### config.mk
export PLATFORM = sky130hd
export DESIGN_NAME = fspc_top
export DESIGN_NICKNAME = d
export VERILOG_FILES = /design/src/fspc_pkg.sv /design/src/fspc_ecc.sv /design/src/fspc_flash_array.sv /design/src/fspc_top.sv
export SDC_FILE = /design/constraint.sdc
export NUM_CORES = 2
export LEC_CHECK = 0
export BUFFER_PORTS_ARGS = -buffer_cell sky130_fd_sc_hd__buf_2
export CORE_UTILIZATION = 49
export DETAILED_ROUTE_END_ITERATION = 10
export GPL_ROUTABILITY_DRIVEN = 0
export PLACE_DENSITY = 0.68
export SETUP_SLACK_MARGIN = 0.05
export SLEW_MARGIN = 20
export SYNTH_ARGS = -nofsm -noshare
export SYNTH_HDL_FRONTEND = slang
export SYNTH_SLANG_ARGS = --single-unit
### constraint.sdc
create_clock -name core_clk -period 5.3 [get_ports core_clk]
set_input_delay 0.53 -clock core_clk [delete_from_list [all_inputs] [get_ports core_clk]]
set_output_delay 0.53 -clock core_clk [all_outputs]
set_load 0.05 [all_outputs]
### src/fspc_pkg.sv
package fspc_pkg;

   // Array geometry
   localparam int DATA_W = 32;
   localparam int CHK_W  = 6;
   localparam int BLK_W  = 3;
   localparam int WORD_W = 3;
   localparam int ADDR_W = BLK_W + WORD_W;
   localparam int BLK_N  = 1 << BLK_W;
   localparam int WPB    = 1 << WORD_W;

   // Register byte offsets
   localparam logic [7:0] OFS_CTRL   = 8'h00;
   localparam logic [7:0] OFS_CMD    = 8'h04;
   localparam logic [7:0] OFS_ADDR   = 8'h08;
   localparam logic [7:0] OFS_WDATA  = 8'h0c;
   localparam logic [7:0] OFS_STATUS = 8'h10;
   localparam logic [7:0] OFS_SHIELD = 8'h14;
   localparam logic [7:0] OFS_NVINFO = 8'h18;

   // Field positions
   localparam int CTRL_SW_EN   = 0;
   localparam int CTRL_ENV     = 1;
   localparam int CTRL_BLOCK   = 2;
   localparam int CMD_OP_LSB   = 0;
   localparam int CMD_IMM      = 8;
   localparam int STATUS_REJ   = 8;
   localparam int SHIELD_LO    = 0;
   localparam int SHIELD_HI    = 8;
   localparam int NV_FLAG      = 0;
   localparam int NV_SWAP      = 1;
   localparam int NV_BPROT     = 2;
   localparam int NV_ALT_VALID = 3;
   localparam int NV_LOCK_LSB  = 8;
   localparam int NV_VALID_LSB = 16;

   // Status codes
   localparam logic [7:0] ST_SUCCESS   = 8'h00;
   localparam logic [7:0] ST_IDLE      = 8'h30;
   localparam logic [7:0] ST_RUNNING   = 8'hff;
   localparam logic [7:0] ST_ERR_PIN   = 8'h01;
   localparam logic [7:0] ST_ERR_PARAM = 8'h05;
   localparam logic [7:0] ST_ERR_PROT  = 8'h10;
   localparam logic [7:0] ST_ERR_FLOW  = 8'h1f;

   // Reset values and fixed contents
   localparam logic [BLK_W-1:0]  SHIELD_LO_RST = 3'h0;
   localparam logic [BLK_W-1:0]  SHIELD_HI_RST = 3'h7;
   localparam logic [BLK_W-1:0]  BOOT_BLK      = 3'h0;
   localparam logic [BLK_W-1:0]  ALT_BLK       = 3'h1;
   localparam logic [DATA_W-1:0] ERASED_WORD   = 32'hffff_ffff;
   localparam logic [31:0]       RAM_RSV_BYTES = 32'h0000_1000;

   // Timing
   localparam int CLK_MHZ  = 10;
   localparam int ERASE_NS = 20000;
   localparam int WRITE_NS = 10000;
   localparam int ERASE_CYC = (ERASE_NS * CLK_MHZ + 999) / 1000;
   localparam int WRITE_CYC = (WRITE_NS * CLK_MHZ + 999) / 1000;
   localparam int CNT_W = 8;

   typedef enum logic [2:0] {
      OP_NONE, OP_ERASE, OP_WRITE, OP_TEMP_SWAP,
      OP_SWAP_TOGGLE, OP_LOCK, OP_BOOT_PROT
   } fspc_op_e;

   typedef enum logic {S_IDLE, S_RUN} fspc_state_e;

   function automatic logic in_window(input logic [BLK_W-1:0] blk,
                                      input logic [BLK_W-1:0] lo,
                                      input logic [BLK_W-1:0] hi);
      return (blk >= lo) && (blk <= hi);
   endfunction

endpackage

### src/fspc_ecc.sv
`timescale 1ns/1ns
module fspc_ecc
   import fspc_pkg::*;
(
   // Encoder
   input  wire logic [fspc_pkg::DATA_W-1:0] enc_data,
   output logic      [fspc_pkg::CHK_W-1:0]  enc_chk,
   // Decoder
   input  wire logic [fspc_pkg::DATA_W-1:0] dec_data,
   input  wire logic [fspc_pkg::CHK_W-1:0]  dec_chk,
   output logic      [fspc_pkg::DATA_W-1:0] cor_data,
   output logic                             cor_flag
);

   // Code position of data bit j, skipping the check-bit positions
   function automatic logic [CHK_W-1:0] pos_of(input int j);
      int p;
      if (j < 1) p = j + 3;
      else if (j < 4) p = j + 4;
      else if (j < 11) p = j + 5;
      else if (j < 26) p = j + 6;
      else p = j + 7;
      return CHK_W'(p);
   endfunction

   function automatic logic [CHK_W-1:0] chk_of(input logic [DATA_W-1:0] d);
      logic [CHK_W-1:0] c;
      c = '0;
      for (int j = 0; j < DATA_W; j++) begin
         if (d[j]) c = c ^ pos_of(j);
      end
      return c;
   endfunction

   logic [CHK_W-1:0] syn;

   assign enc_chk = chk_of(enc_data);
   assign syn     = chk_of(dec_data) ^ dec_chk;
   assign cor_flag = (syn != '0);

   // Purely combinational, so a corrected read costs no extra cycle
   always_comb begin
      for (int j = 0; j < DATA_W; j++) begin
         cor_data[j] = dec_data[j] ^ (syn == pos_of(j));
      end
   end

endmodule

### src/fspc_flash_array.sv
`timescale 1ns/1ns
module fspc_flash_array
   import fspc_pkg::*;
(
   // Clock
   input  wire logic                        core_clk,
   // Word program
   input  wire logic                        wr_en,
   input  wire logic [fspc_pkg::ADDR_W-1:0] wr_addr,
   input  wire logic [fspc_pkg::DATA_W-1:0] wr_data,
   input  wire logic [fspc_pkg::CHK_W-1:0]  wr_chk,
   // Block erase
   input  wire logic                        ers_en,
   input  wire logic [fspc_pkg::BLK_W-1:0]  ers_blk,
   input  wire logic [fspc_pkg::CHK_W-1:0]  ers_chk,
   // Read
   input  wire logic [fspc_pkg::ADDR_W-1:0] rd_addr,
   output logic      [fspc_pkg::DATA_W-1:0] rd_data,
   output logic      [fspc_pkg::CHK_W-1:0]  rd_chk
);

   // Cell contents are not cleared by reset, like real flash
   logic [DATA_W-1:0] data_mem [WPB*BLK_N];
   logic [CHK_W-1:0]  chk_mem  [WPB*BLK_N];

   always_ff @(posedge core_clk) begin
      if (ers_en) begin
         for (int w = 0; w < WPB; w++) begin
            data_mem[{ers_blk, WORD_W'(w)}] <= ERASED_WORD;
            chk_mem[{ers_blk, WORD_W'(w)}]  <= ers_chk;
         end
      end else if (wr_en) begin
         data_mem[wr_addr] <= wr_data;
         chk_mem[wr_addr]  <= wr_chk;
      end
   end

   assign rd_data = data_mem[rd_addr];
   assign rd_chk  = chk_mem[rd_addr];

endmodule

### src/fspc_top.sv
// Design decisions made here: the register addresses and the APB slave port.
`timescale 1ns/1ns
module fspc_top
   import fspc_pkg::*;
#(
   parameter logic [31:0] RAM_END = 32'h0000_ffff
)
(
   // Clock and resets
   input  wire logic                        core_clk,
   input  wire logic                        arst_n,
   input  wire logic                        pwr_on_rst_n,
   // APB slave
   input  wire logic                        psel,
   input  wire logic                        penable,
   input  wire logic                        pwrite,
   input  wire logic [7:0]                  paddr,
   input  wire logic [31:0]                 pwdata,
   output logic      [31:0]                 prdata,
   output logic                             pready,
   output logic                             pslverr,
   // Programming enable
   input  wire logic                        flash_mode_enable_pin,
   // Instruction fetch
   input  wire logic                        fetch_req,
   input  wire logic [fspc_pkg::ADDR_W-1:0] fetch_addr,
   output logic                             fetch_valid,
   output logic                             fetch_err,
   output logic      [fspc_pkg::DATA_W-1:0] fetch_data,
   output logic                             fetch_corrected,
   // System status
   output logic                             flash_busy,
   output logic                             ram_fw_claim,
   output logic      [31:0]                 ram_fw_base
);
   import fspc_pkg::*;

   fspc_state_e         st_reg;
   fspc_op_e            op_reg;
   fspc_op_e            cmd_op;
   logic [CNT_W-1:0]    cnt_reg;
   logic [ADDR_W-1:0]   op_addr_reg;
   logic [DATA_W-1:0]   op_data_reg;
   logic [ADDR_W-1:0]   addr_reg;
   logic [DATA_W-1:0]   wdata_reg;
   logic                ctrl_sw_en_reg;
   logic                ctrl_env_reg;
   logic                ctrl_block_reg;
   logic [7:0]          status_reg;
   logic                rej_reg;
   logic [BLK_W-1:0]    shield_lo_reg;
   logic [BLK_W-1:0]    shield_hi_reg;
   logic                nv_flag_reg;
   logic                nv_bprot_reg;
   logic [BLK_N-1:0]    nv_lock_reg;
   logic [BLK_N-1:0]    nv_valid_reg;
   logic                swap_reg;
   logic                boot_done_reg;
   logic                blk_wait_reg;
   logic                apb_acc;
   logic                apb_wr;
   logic                cmd_wr;
   logic                accept_timed;
   logic                accept_now;
   logic                prog_allowed;
   logic                op_done;
   logic [7:0]          verdict;
   logic [BLK_W-1:0]    cmd_blk;
   logic                mem_we;
   logic                mem_ers;
   logic [CHK_W-1:0]    enc_chk;
   logic [DATA_W-1:0]   rd_data;
   logic [CHK_W-1:0]    rd_chk;
   logic [DATA_W-1:0]   cor_data;
   logic                cor_flag;
   logic [BLK_W-1:0]    fetch_blk;
   logic [ADDR_W-1:0]   rd_addr;

   // Destructive access barred for this block
   function automatic logic write_barred(input logic [BLK_W-1:0] blk);
      return !in_window(blk, shield_lo_reg, shield_hi_reg)
             || nv_lock_reg[blk]
             || (nv_bprot_reg && (blk == BOOT_BLK));
   endfunction

   // Bus decode
   assign apb_acc = psel && penable;
   assign apb_wr  = apb_acc && pwrite && pready;
   // Taken on the first access cycle only; a held blocking call does not repeat it
   assign cmd_wr  = apb_acc && pwrite && (paddr == OFS_CMD) && !blk_wait_reg;
   assign cmd_op  = fspc_op_e'(pwdata[CMD_OP_LSB +: 3]);
   assign cmd_blk = addr_reg[ADDR_W-1 -: BLK_W];
   assign prog_allowed = flash_mode_enable_pin || ctrl_sw_en_reg;
   assign op_done = (st_reg == S_RUN) && (cnt_reg == '0);

   // Command verdict
   always_comb begin
      verdict      = ST_SUCCESS;
      accept_timed = 1'b0;
      accept_now   = 1'b0;
      if (st_reg == S_RUN) begin
         verdict = ST_RUNNING;
      end else if (!ctrl_env_reg) begin
         verdict = ST_ERR_FLOW;
      end else if (!prog_allowed) begin
         verdict = ST_ERR_PIN;
      end else begin
         case (cmd_op)
            OP_ERASE, OP_WRITE: begin
               if (write_barred(cmd_blk)) begin
                  verdict = ST_ERR_PROT;
               end else begin
                  verdict      = ST_RUNNING;
                  accept_timed = 1'b1;
               end
            end
            OP_TEMP_SWAP, OP_SWAP_TOGGLE, OP_LOCK, OP_BOOT_PROT: begin
               accept_now = 1'b1;
            end
            default: verdict = ST_ERR_PARAM;
         endcase
      end
   end

   // Blocking mode stalls the bus until the operation is over
   assign pready = !(blk_wait_reg && (st_reg == S_RUN))
                   && !(cmd_wr && accept_timed && ctrl_block_reg);

   always_ff @(posedge core_clk or negedge arst_n) begin
      if (!arst_n) blk_wait_reg <= 1'b0;
      else if (cmd_wr && accept_timed && ctrl_block_reg) blk_wait_reg <= 1'b1;
      else if (apb_acc && pready) blk_wait_reg <= 1'b0;
   end

   assign pslverr = apb_acc && (paddr > OFS_NVINFO || paddr[1:0] != 2'h0);

   always_comb begin
      prdata = '0;
      case (paddr)
         OFS_CTRL: begin
            prdata[CTRL_SW_EN] = ctrl_sw_en_reg;
            prdata[CTRL_ENV]   = ctrl_env_reg;
            prdata[CTRL_BLOCK] = ctrl_block_reg;
         end
         OFS_CMD:    prdata[CMD_OP_LSB +: 3] = op_reg;
         OFS_ADDR:   prdata[ADDR_W-1:0] = addr_reg;
         OFS_WDATA:  prdata = wdata_reg;
         OFS_STATUS: begin
            prdata[7:0]        = status_reg;
            prdata[STATUS_REJ] = rej_reg;
         end
         OFS_SHIELD: begin
            prdata[SHIELD_LO +: BLK_W] = shield_lo_reg;
            prdata[SHIELD_HI +: BLK_W] = shield_hi_reg;
         end
         OFS_NVINFO: begin
            prdata[NV_FLAG]      = nv_flag_reg;
            prdata[NV_SWAP]      = swap_reg;
            prdata[NV_BPROT]     = nv_bprot_reg;
            prdata[NV_ALT_VALID] = nv_valid_reg[ALT_BLK];
            prdata[NV_LOCK_LSB +: BLK_N]  = nv_lock_reg;
            prdata[NV_VALID_LSB +: BLK_N] = nv_valid_reg;
         end
         default: prdata = '0;
      endcase
   end

   // Software registers
   always_ff @(posedge core_clk or negedge arst_n) begin
      if (!arst_n) begin
         ctrl_sw_en_reg <= 1'b0;
         ctrl_env_reg   <= 1'b0;
         ctrl_block_reg <= 1'b0;
      end else if (apb_wr && paddr == OFS_CTRL) begin
         ctrl_sw_en_reg <= pwdata[CTRL_SW_EN];
         ctrl_env_reg   <= pwdata[CTRL_ENV];
         ctrl_block_reg <= pwdata[CTRL_BLOCK];
      end
   end

   always_ff @(posedge core_clk or negedge arst_n) begin
      if (!arst_n) begin
         addr_reg  <= '0;
         wdata_reg <= '0;
      end else if (apb_wr && paddr == OFS_ADDR) begin
         addr_reg <= pwdata[ADDR_W-1:0];
      end else if (apb_wr && paddr == OFS_WDATA) begin
         wdata_reg <= pwdata;
      end
   end

   always_ff @(posedge core_clk or negedge arst_n) begin
      if (!arst_n) begin
         shield_lo_reg <= SHIELD_LO_RST;
         shield_hi_reg <= SHIELD_HI_RST;
      end else if (apb_wr && paddr == OFS_SHIELD) begin
         shield_lo_reg <= pwdata[SHIELD_LO +: BLK_W];
         shield_hi_reg <= pwdata[SHIELD_HI +: BLK_W];
      end
   end

   // Status: a rejection seen in the clearing cycle still sets the flag
   always_ff @(posedge core_clk or negedge arst_n) begin
      if (!arst_n) status_reg <= ST_IDLE;
      else if (op_done) status_reg <= ST_SUCCESS;
      else if (cmd_wr) status_reg <= verdict;
   end

   always_ff @(posedge core_clk or negedge arst_n) begin
      if (!arst_n) rej_reg <= 1'b0;
      else if (cmd_wr && st_reg == S_RUN) rej_reg <= 1'b1;
      else if (apb_wr && paddr == OFS_STATUS && pwdata[STATUS_REJ])
         rej_reg <= 1'b0;
   end

   // Operation sequencer; operands are frozen so a refused command
   // cannot disturb the one in flight
   always_ff @(posedge core_clk or negedge arst_n) begin
      if (!arst_n) begin
         st_reg      <= S_IDLE;
         op_reg      <= OP_NONE;
         cnt_reg     <= '0;
         op_addr_reg <= '0;
         op_data_reg <= '0;
      end else begin
         case (st_reg)
            S_IDLE: begin
               if (cmd_wr && (accept_timed || accept_now)) begin
                  op_reg <= cmd_op;
               end
               if (cmd_wr && accept_timed) begin
                  st_reg      <= S_RUN;
                  op_addr_reg <= addr_reg;
                  op_data_reg <= wdata_reg;
                  cnt_reg     <= (cmd_op == OP_ERASE) ?
                                 CNT_W'(ERASE_CYC - 1) :
                                 CNT_W'(WRITE_CYC - 1);
               end
            end
            S_RUN: begin
               if (op_done) st_reg <= S_IDLE;
               else cnt_reg <= cnt_reg - CNT_W'(1);
            end
            default: st_reg <= S_IDLE;
         endcase
      end
   end

   assign flash_busy = (st_reg == S_RUN);
   assign mem_we  = op_done && (op_reg == OP_WRITE);
   assign mem_ers = op_done && (op_reg == OP_ERASE);

   // Non-volatile extra area: only power-on clears it
   always_ff @(posedge core_clk or negedge pwr_on_rst_n) begin
      if (!pwr_on_rst_n) nv_lock_reg <= '0;
      else if (cmd_wr && accept_now && cmd_op == OP_LOCK)
         nv_lock_reg[cmd_blk] <= 1'b1;
   end

   always_ff @(posedge core_clk or negedge pwr_on_rst_n) begin
      if (!pwr_on_rst_n) nv_bprot_reg <= 1'b0;
      else if (cmd_wr && accept_now && cmd_op == OP_BOOT_PROT)
         nv_bprot_reg <= 1'b1;
   end

   always_ff @(posedge core_clk or negedge pwr_on_rst_n) begin
      if (!pwr_on_rst_n) nv_flag_reg <= 1'b0;
      else if (cmd_wr && accept_now && cmd_op == OP_SWAP_TOGGLE)
         nv_flag_reg <= !nv_flag_reg;
   end

   // A programmed alternate cluster stands for a valid boot image
   always_ff @(posedge core_clk or negedge pwr_on_rst_n) begin
      if (!pwr_on_rst_n) nv_valid_reg <= '0;
      else if (mem_ers) nv_valid_reg[op_addr_reg[ADDR_W-1 -: BLK_W]] <= 1'b0;
      else if (mem_we) nv_valid_reg[op_addr_reg[ADDR_W-1 -: BLK_W]] <= 1'b1;
   end

   // Active mapping: evaluated once after reset release
   always_ff @(posedge core_clk or negedge arst_n) begin
      if (!arst_n) boot_done_reg <= 1'b0;
      else boot_done_reg <= 1'b1;
   end

   always_ff @(posedge core_clk or negedge arst_n) begin
      if (!arst_n) swap_reg <= 1'b0;
      else if (!boot_done_reg)
         swap_reg <= nv_flag_reg && nv_valid_reg[ALT_BLK];
      else if (cmd_wr && accept_now && cmd_op == OP_TEMP_SWAP)
         swap_reg <= !swap_reg;
      else if (cmd_wr && accept_now && cmd_op == OP_SWAP_TOGGLE
               && pwdata[CMD_IMM])
         swap_reg <= !swap_reg;
   end

   // Fetch path
   always_comb begin
      fetch_blk = fetch_addr[ADDR_W-1 -: BLK_W];
      if (swap_reg && fetch_blk == BOOT_BLK) fetch_blk = ALT_BLK;
      else if (swap_reg && fetch_blk == ALT_BLK) fetch_blk = BOOT_BLK;
   end
   assign rd_addr = {fetch_blk, fetch_addr[WORD_W-1:0]};

   always_ff @(posedge core_clk or negedge arst_n) begin
      if (!arst_n) begin
         fetch_valid     <= 1'b0;
         fetch_err       <= 1'b0;
         fetch_data      <= '0;
         fetch_corrected <= 1'b0;
      end else begin
         fetch_valid     <= fetch_req && !ctrl_env_reg;
         fetch_err       <= fetch_req && ctrl_env_reg;
         fetch_data      <= ctrl_env_reg ? '0 : cor_data;
         fetch_corrected <= fetch_req && !ctrl_env_reg && cor_flag;
      end
   end

   // Firmware work area at the top of RAM
   assign ram_fw_claim = ctrl_env_reg;
   assign ram_fw_base  = RAM_END - RAM_RSV_BYTES + 32'h0000_0001;

   fspc_ecc u_ecc (
      .enc_data (mem_ers ? ERASED_WORD : op_data_reg),
      .enc_chk  (enc_chk),
      .dec_data (rd_data),
      .dec_chk  (rd_chk),
      .cor_data (cor_data),
      .cor_flag (cor_flag)
   );

   fspc_flash_array u_array (
      .core_clk (core_clk),
      .wr_en    (mem_we),
      .wr_addr  (op_addr_reg),
      .wr_data  (op_data_reg),
      .wr_chk   (enc_chk),
      .ers_en   (mem_ers),
      .ers_blk  (op_addr_reg[ADDR_W-1 -: BLK_W]),
      .ers_chk  (enc_chk),
      .rd_addr  (rd_addr),
      .rd_data  (rd_data),
      .rd_chk   (rd_chk)
   );

   // Busy length counter keeps the duration check free of long repetition
   logic [CNT_W-1:0] busy_len_reg;
   always_ff @(posedge core_clk or negedge arst_n) begin
      if (!arst_n) busy_len_reg <= '0;
      else busy_len_reg <= flash_busy ? busy_len_reg + CNT_W'(1) : '0;
   end

   // Checks
   localparam int AST_ERS = ERASE_CYC;
endmodule

Word-level counts from Yosys, hierarchy flattened
Memory sizes are Yosys's and may differ from the RTL's.
Index checks and enable logic that the tools add are counted.
{ "totals": {"reg_bits": 162, "mem_bits_rw": 2432, "inputBits": 54, "out_inout_bits": 103, "word_cells": 441, "mem_count": 2} }
{ "mem_list": {"columns": ["memory", "words", "width", "read_ports", "rd_clocked_by_memory_dff", "wr", "line", "source"], "rows": [
  ["u_array.data_mem", 64, 32, 1, 0, 8, "fspc_flash_array.sv:23", "logic [DATA_W-1:0] data_mem [WPB*BLK_N];"],
  ["u_array.chk_mem", 64, 6, 1, 0, 8, "fspc_flash_array.sv:24", "logic [CHK_W-1:0] chk_mem [WPB*BLK_N];"]
]} }
{ "op_classes": {"addsub": 1, "magnitude_cmp": 7, "eq_ne": 50, "n_mux": 187, "bitwise": 101, "n_reduce_logical": 68} }
{ "ops": {"columns": ["operator", "count"], "rows": [
  ["$mux W6", 127],
  ["$xor A6 B6 Y6", 62],
  ["$mux W32", 3],
  ["$mux W8", 12],
  ["$eq A6 B5 Y1 const B", 15],
  ["$eq A6 B4 Y1 const B", 7],
  ["$logic_and A1 B1 Y1", 38],
  ["$eq A6 B6 Y1 const B", 6],
  ["$pmux W8 S2", 2],
  ["$reduce_or A32 Y1", 1],
  ["$xor A1 B1 Y1", 32],
  ["$mux W1", 28],
  ["$pmux W13 S2", 1],
  ["$eq A8 B5 Y1 const B", 3],
  ["$pmux W3 S7", 1],
  ["$eq A6 B3 Y1 const B", 3],
  ["$eq A8 B4 Y1 const B", 2],
  ["$logic_not A8 Y1", 2],
  ["$or A8 B8 Y8", 2],
  ["$pmux W2 S3", 2],
  ["$reduce_bool A2 Y1", 5],
  ["$eq A3 B1 Y1 const B", 3],
  ["$eq A3 B2 Y1 const B", 3],
  ["$eq A3 B3 Y1 const B", 3],
  ["other kinds (29)", 51]
]} }

Longest topological paths before layout
An unclocked memory read counts as a cell.
{ "depth": {"ltp_word": 72, "depth_mapped": 22, "depth_no_buf": 14} }

By module
Synthesis repeated with hierarchy kept, for this count alone.
{ "hier_totals": {"cells_unflattened": 8011, "hier_area_um2": 122077.1} }
{ "by_module_without_submodules": {"columns": ["module", "instances", "cells_each", "area_each_um2"], "rows": [
  ["fspc_flash_array", 1, 7174, 112710.6],
  ["fspc_top", 1, 640, 7502.2],
  ["fspc_ecc", 1, 197, 1864.3]
]} }

Worst setup path after synthesis
Ideal clock, no wire load.
{ "synth_timing": {"path_type": "input port to flip-flop", "start": "in fetch_addr[0] (netlist bit)", "end": "reg fetch_data[2] (netlist bit)", "setup_ns": 0.078, "arrival_ns": 4.859, "slack_ns": 0.363, "path_stages": 19, "path_cell_list": "buf_6 buf_12 buf_6 buf_12 buf_8 buf_6 buf_8 mux4_2 mux4_2 a22oi_1 nand2_1 xnor2_2 xnor2_2 xor2_1 nand3_2 and2_1 clkbuf_1 or3_1 a21oi_1"} }
{ "synth_between": {"elab_chain_len": 68} }
{ "synth_rtl": {"columns": ["item", "line", "source"], "rows": [
  ["start: declaration", "fspc_top.sv:26", "input wire logic [fspc_pkg::ADDR_W-1:0] fetch_addr,"],
  ["$mem_v2 Z64 W32", null, null],
  ["$mux W2", "fspc_ecc.sv:30", "if (d[j]) c = c ^ pos_of(j);"],
  ["$xor A2 B6 Y6", "fspc_ecc.sv:30", null],
  ["$mux W6", "fspc_ecc.sv:30", null],
  ["$xor A6 B6 Y6", "fspc_ecc.sv:30", null],
  ["$mux W6", "fspc_ecc.sv:30", null],
  ["$xor A6 B6 Y6", "fspc_ecc.sv:30", null],
  ["$mux W6", "fspc_ecc.sv:30", null],
  ["[52 not listed]", null, null],
  ["$xor A6 B6 Y6", "fspc_ecc.sv:30", null],
  ["$mux W6", "fspc_ecc.sv:30", null],
  ["$xor A6 B6 Y6", "fspc_ecc.sv:30", null],
  ["$mux W6", "fspc_ecc.sv:30", null],
  ["$xor A6 B6 Y6", "fspc_ecc.sv:38", "assign syn = chk_of(dec_data) ^ dec_chk;"],
  ["$eq A6 B3 Y1", "fspc_ecc.sv:44", "cor_data[j] = dec_data[j] ^ (syn == pos_of(j));"],
  ["$xor A1 B1 Y1 (*)", "fspc_ecc.sv:44", null],
  ["$mux W32 (*)", "fspc_top.sv:313", "fetch_data <= ctrl_env_reg ? '0 : cor_data;"],
  ["end signal: assignment", "fspc_top.sv:313", null],
  ["end: declaration", "fspc_top.sv:29", "output logic [fspc_pkg::DATA_W-1:0] fetch_data,"]
]} }
Every way passes the cells marked *; elsewhere a longest branch is shown, timed or not.
A chain may end at the register's enable or synchronous reset.

Worst setup path in the final report
{ "layout_timing": {"start": "reg swap_reg", "end": "reg fetch_data[10] (netlist bit)"} }
{ "layout_between": {"elab_chain_len": 71} }
{ "layout_rtl": {"columns": ["item", "line", "source"], "rows": [
  ["start: declaration", "fspc_top.sv:57", "logic swap_reg;"],
  ["start signal: assignment", "fspc_top.sv:288", "swap_reg <= nv_flag_reg && nv_valid_reg[ALT_BLK];"],
  ["start signal: assignment", "fspc_top.sv:290", "swap_reg <= !swap_reg;"],
  ["start signal: assignment", "fspc_top.sv:293", "swap_reg <= !swap_reg;"],
  ["$logic_and A1 B1 Y1", "fspc_top.sv:300", "else if (swap_reg && fetch_blk == ALT_BLK) fetch_blk = BOOT_BLK;"],
  ["$mux W3", "fspc_top.sv:300", null],
  ["$mux W3 (*)", "fspc_top.sv:299", "if (swap_reg && fetch_blk == BOOT_BLK) fetch_blk = ALT_BLK;"],
  ["$mem_v2 Z64 W32", null, null],
  ["$mux W2", "fspc_ecc.sv:30", null],
  ["$xor A2 B6 Y6", "fspc_ecc.sv:30", null],
  ["$mux W6", "fspc_ecc.sv:30", null],
  ["$xor A6 B6 Y6", "fspc_ecc.sv:30", null],
  ["[55 not listed]", null, null],
  ["$xor A6 B6 Y6", "fspc_ecc.sv:30", null],
  ["$mux W6", "fspc_ecc.sv:30", null],
  ["$xor A6 B6 Y6", "fspc_ecc.sv:30", null],
  ["$mux W6", "fspc_ecc.sv:30", null],
  ["$xor A6 B6 Y6", "fspc_ecc.sv:38", null],
  ["$eq A6 B4 Y1", "fspc_ecc.sv:44", null],
  ["$xor A1 B1 Y1 (*)", "fspc_ecc.sv:44", null],
  ["$mux W32 (*)", "fspc_top.sv:313", null]
]} }
Marked as above.

==> summary.txt <==
Logic synthesis
  • Seq/Total Area, Yosys: 65.8%
  • Primary FF master, synth: edfxtp_1
  • Largest family of logic cells by synthesized area: multiplexers
  • Post-synthesis mux area share: 14.8%
  • Adder-Cell Fraction of Synth Area: 0.0747%
  • Mapped cell area: 117000 um2
  • EDFF count, synth: 2432
  • List of most frequent post-synthesis cells: 2432 x edfxtp_1, 1792 x or2_2, 678 x mux4_2, 475 x clkbuf_1, 267 x nand2b_1
  • Post-synth top area share: 62.3%
  • Compound-Gate Fraction of Synth Area: 1.96%
  • FF+latch count, synth: 2592
  • Yosys top cell by area: edfxtp_1
  • Synthesis Warnings: 0
  • Synth Area in XOR/XNOR: 1.36%
  • Distinct cells, synth: 94
  • Most frequent cell after synthesis: edfxtp_1
  • Mapped Cells: 7155
  • Post-Syn Area per Cell: 16.4 um2
  • Synth Area in Simple Gates: 12.9%
  • Top cells by area, synth: edfxtp_1 62%, mux4_2 13%, or2_2 9.6%
  • Asr flop ratio synth: 6.17%

Clocking
  • Root Buffer: clkbuf_16
  • H-tree levels: 5
  • Clock Sinks: 2592
  • Maximum clock path buffer count: 4
  • CTS clk-pin slew, worst paths: 0.06 ns
  • Worst-Skew Late Latency: 0.95 ns
  • Clock buffer count from CTS: 288
  • CTS tree: yes

Critical path
  • CP Capture Type: flip-flop
  • R2R setup slack: 0.15 ns
  • Arr. time, crit path: 5.98 ns
  • CP Data Required Time: 6.13 ns
  • R2r worst-path depth: 19
  • Crit-path max FO: 15
  • Crit Path Category: flip-flop to flip-flop
  • Critical path launch point type: flip-flop
  • FF-to-FF Start: swap_reg
  • Crit Reg-Reg Endpoint: fetch_data[10]

Drt
  • Starting DRC count in detailed routing: 10600
  • Detailed Route WL: 362 mm
  • DR pass1 iterations: 9
  • DR WL/cell: 33.3 um
  • Via count: 68300
  • Post-route DRC: 28
  • Final ANT Viol Nets: 0
  • Vias per cell: 6.28

Die
  • Die area: 241000 um2
  • Chip Height: 491 um
  • Initial Utilization: 49.3%
  • Core area: 238000 um2
  • I/O Pins: 157
  • FP Rows: 179
  • Die Wd: 491 um

Global route
  • Total GRT Usage: 30.0%
  • Largest net degree at the start of global routing: 68
  • First-pass GRT wire length: 508 mm
  • Vias in the first global route: 67500
  • GRT Residual Overflow: 0
  • Initial antenna violation count: 36

Timing
  • Setup Skew: 0.0683 ns
  • Tmin final: 5.15 ns
  • Worst-Margin Slew: 1.09 ns
  • Hold Fails Final Rpt: 0
  • Unrepaired setup endpoints after global routing: no
  • Hold Slack: 0.0792 ns
  • Slew headroom: 27.3%
  • Pins Over Slew Limit: 0
  • Tcrit/Tclk final: 97.1%
  • Final Setup Violations: 0
  • Max Fclk: 0.194 GHz

Placement
  • Detail Placement HPWL: 219 mm
  • Port-buffer cells: 124
  • Placed insts: 10300

Run
  • MaxCap Viol Count: 0

Pwr
  • Total power: 43.3 mW
  • LEAKAGE: 47.9 nW
  • PD cells: 325 nW/um2
  • Maximum VDD drop: 0.329 mV

Final layout
  • P&R area growth vs syn: 13.9%
  • Nets@finish: 7566
  • Fill count: 18100
  • Share of layout cells above drive strength 1: 49.4%
  • Fin cells: 10900
  • Final core utilization: 56.1%
  • Top reg by flops: u_array.data_mem
  • Biggest regs: u_array.data_mem (2048), u_array.chk_mem (384)
  • Max reg flops: 2048

Min path
  • HP Class: primary input to async pin

Run status
  • Failing checks: DRC
  • Status: complete, but fails checks
[power breakdown]
| group | leakage, nW | switching [mW] | internal (mW) |
|---|---|---|---|
| combinational | 14.5 | 1.18 | 0.759 |
| sequential | 29.0 | 0.0732 | 22.1 |
| clock | 4.35 | 8.00 | 11.2 |
| total | 47.9 | 9.25 | 34.1 |
[layer usage]
layer / part of all wire, % / GRT usage (%) / vias up
met5: 0.044 / 0 / -
met4: 5.2 / 13.7 / 24
met3: 13 / 7.84 / 816
met2: 46 / 46.0 / 4711
met1: 36 / 40.2 / 35500
li1: - / - / 27200
[per-stage QoR]
step	TNS, ns	instance area, um2	worst slack [ns]
after floorplan	0	117000	0.363
after CTS	0	133000	0.203
after global placement	-7.91	124000	-0.434
after detailed placement	-8.94	124000	-0.467
final	0	133000	0.152
after global routing	0	133000	0.0784
[worst max-delay path by stage]
| stage | from | endpoint | depth (start not counted) |
|---|---|---|---|
| after detailed placement | fetch_addr[0] | fetch_data[10] | 18 |
| after floorplan | fetch_addr[0] | fetch_data[2] | 19 |
| after global placement | fetch_addr[0] | fetch_data[10] | 18 |
| after global routing | swap_reg | fetch_data[21] | 18 |
| after CTS | swap_reg | fetch_data[10] | 19 |
| final | swap_reg | fetch_data[10] | 19 |
[worst max-delay path: stages (launching register included)]
cell	delay (ns)
dfrtp_1	0.41
nor3b_4	0.17
buf_12	0.14
xnor2_4	0.28
buf_12	0.26
buf_12	0.14
buf_12	0.12
mux4_2	0.59
o22ai_2	0.39
buf_4	0.19
a21oi_1	0.09
xnor2_1	0.26
xnor2_1	0.17
xnor3_1	0.42
xnor2_4	0.18
buf_4	0.17
xnor2_4	0.23
nand4_1	0.27
or3_1	0.38
a21oi_1	0.18
[area by class of cell]
type	count	area [um2]	share of cell area [%]
antenna	9	22.5	0.0169
tap	3167	3960	2.97
sequential	2592	77100	57.8
multi-input combinational	3881	36800	27.6
inverter	24	92.6	0.0694
timing repair buffer	718	6590	4.94
clock buffer	355	7710	5.78
clock inverter	130	1130	0.849
[what timing repair did]
action | 4_1_cts | 5_1_grt
endpoints found under the hold margin | 123 | 0
pin swaps | 1 | 2
buffers inserted | 3 | 4
gates resized for setup | 1 | 0
setup endpoints to repair | 28 | 4
hold buffers | 38 | 0
[cell usage in the layout, fill, tap and decap left out, types with 14 or more instances in the layout]
cell	count
a21oi_1	64
a22o_1	23
a22oi_1	73
and2_1	17
buf_12	110
buf_2	120
buf_4	446
bufinv_16	20
clkbuf_1	52
clkbuf_16	297
clkinv_1	56
clkinv_2	42
conb_1	33
dfrtp_1	122
dfrtp_2	33
dlygate4sd3_1	38
edfxtp_1	2432
inv_1	21
mux2_2	87
mux2i_1	76
mux4_2	678
nand2_1	172
nand2_2	65
nand2b_1	267
nand3_1	35
nor2_1	63
nor2b_1	14
nor3_1	20
o21ai_0	40
or2_2	1792
or3_1	18
xnor2_1	84
xnor2_2	14
xor2_1	22
[cells by family after synthesis]
logic type,Yosys count
DFF,2592
and+or+nand+nor,2530
muxes,859
buffers and inverters,713
AOI/OAI and AO/OA,312
xor gates and xnor gates,140
adders and majority gates,7
other,2
No activity file was read; power rests on OpenSTA's default activity.
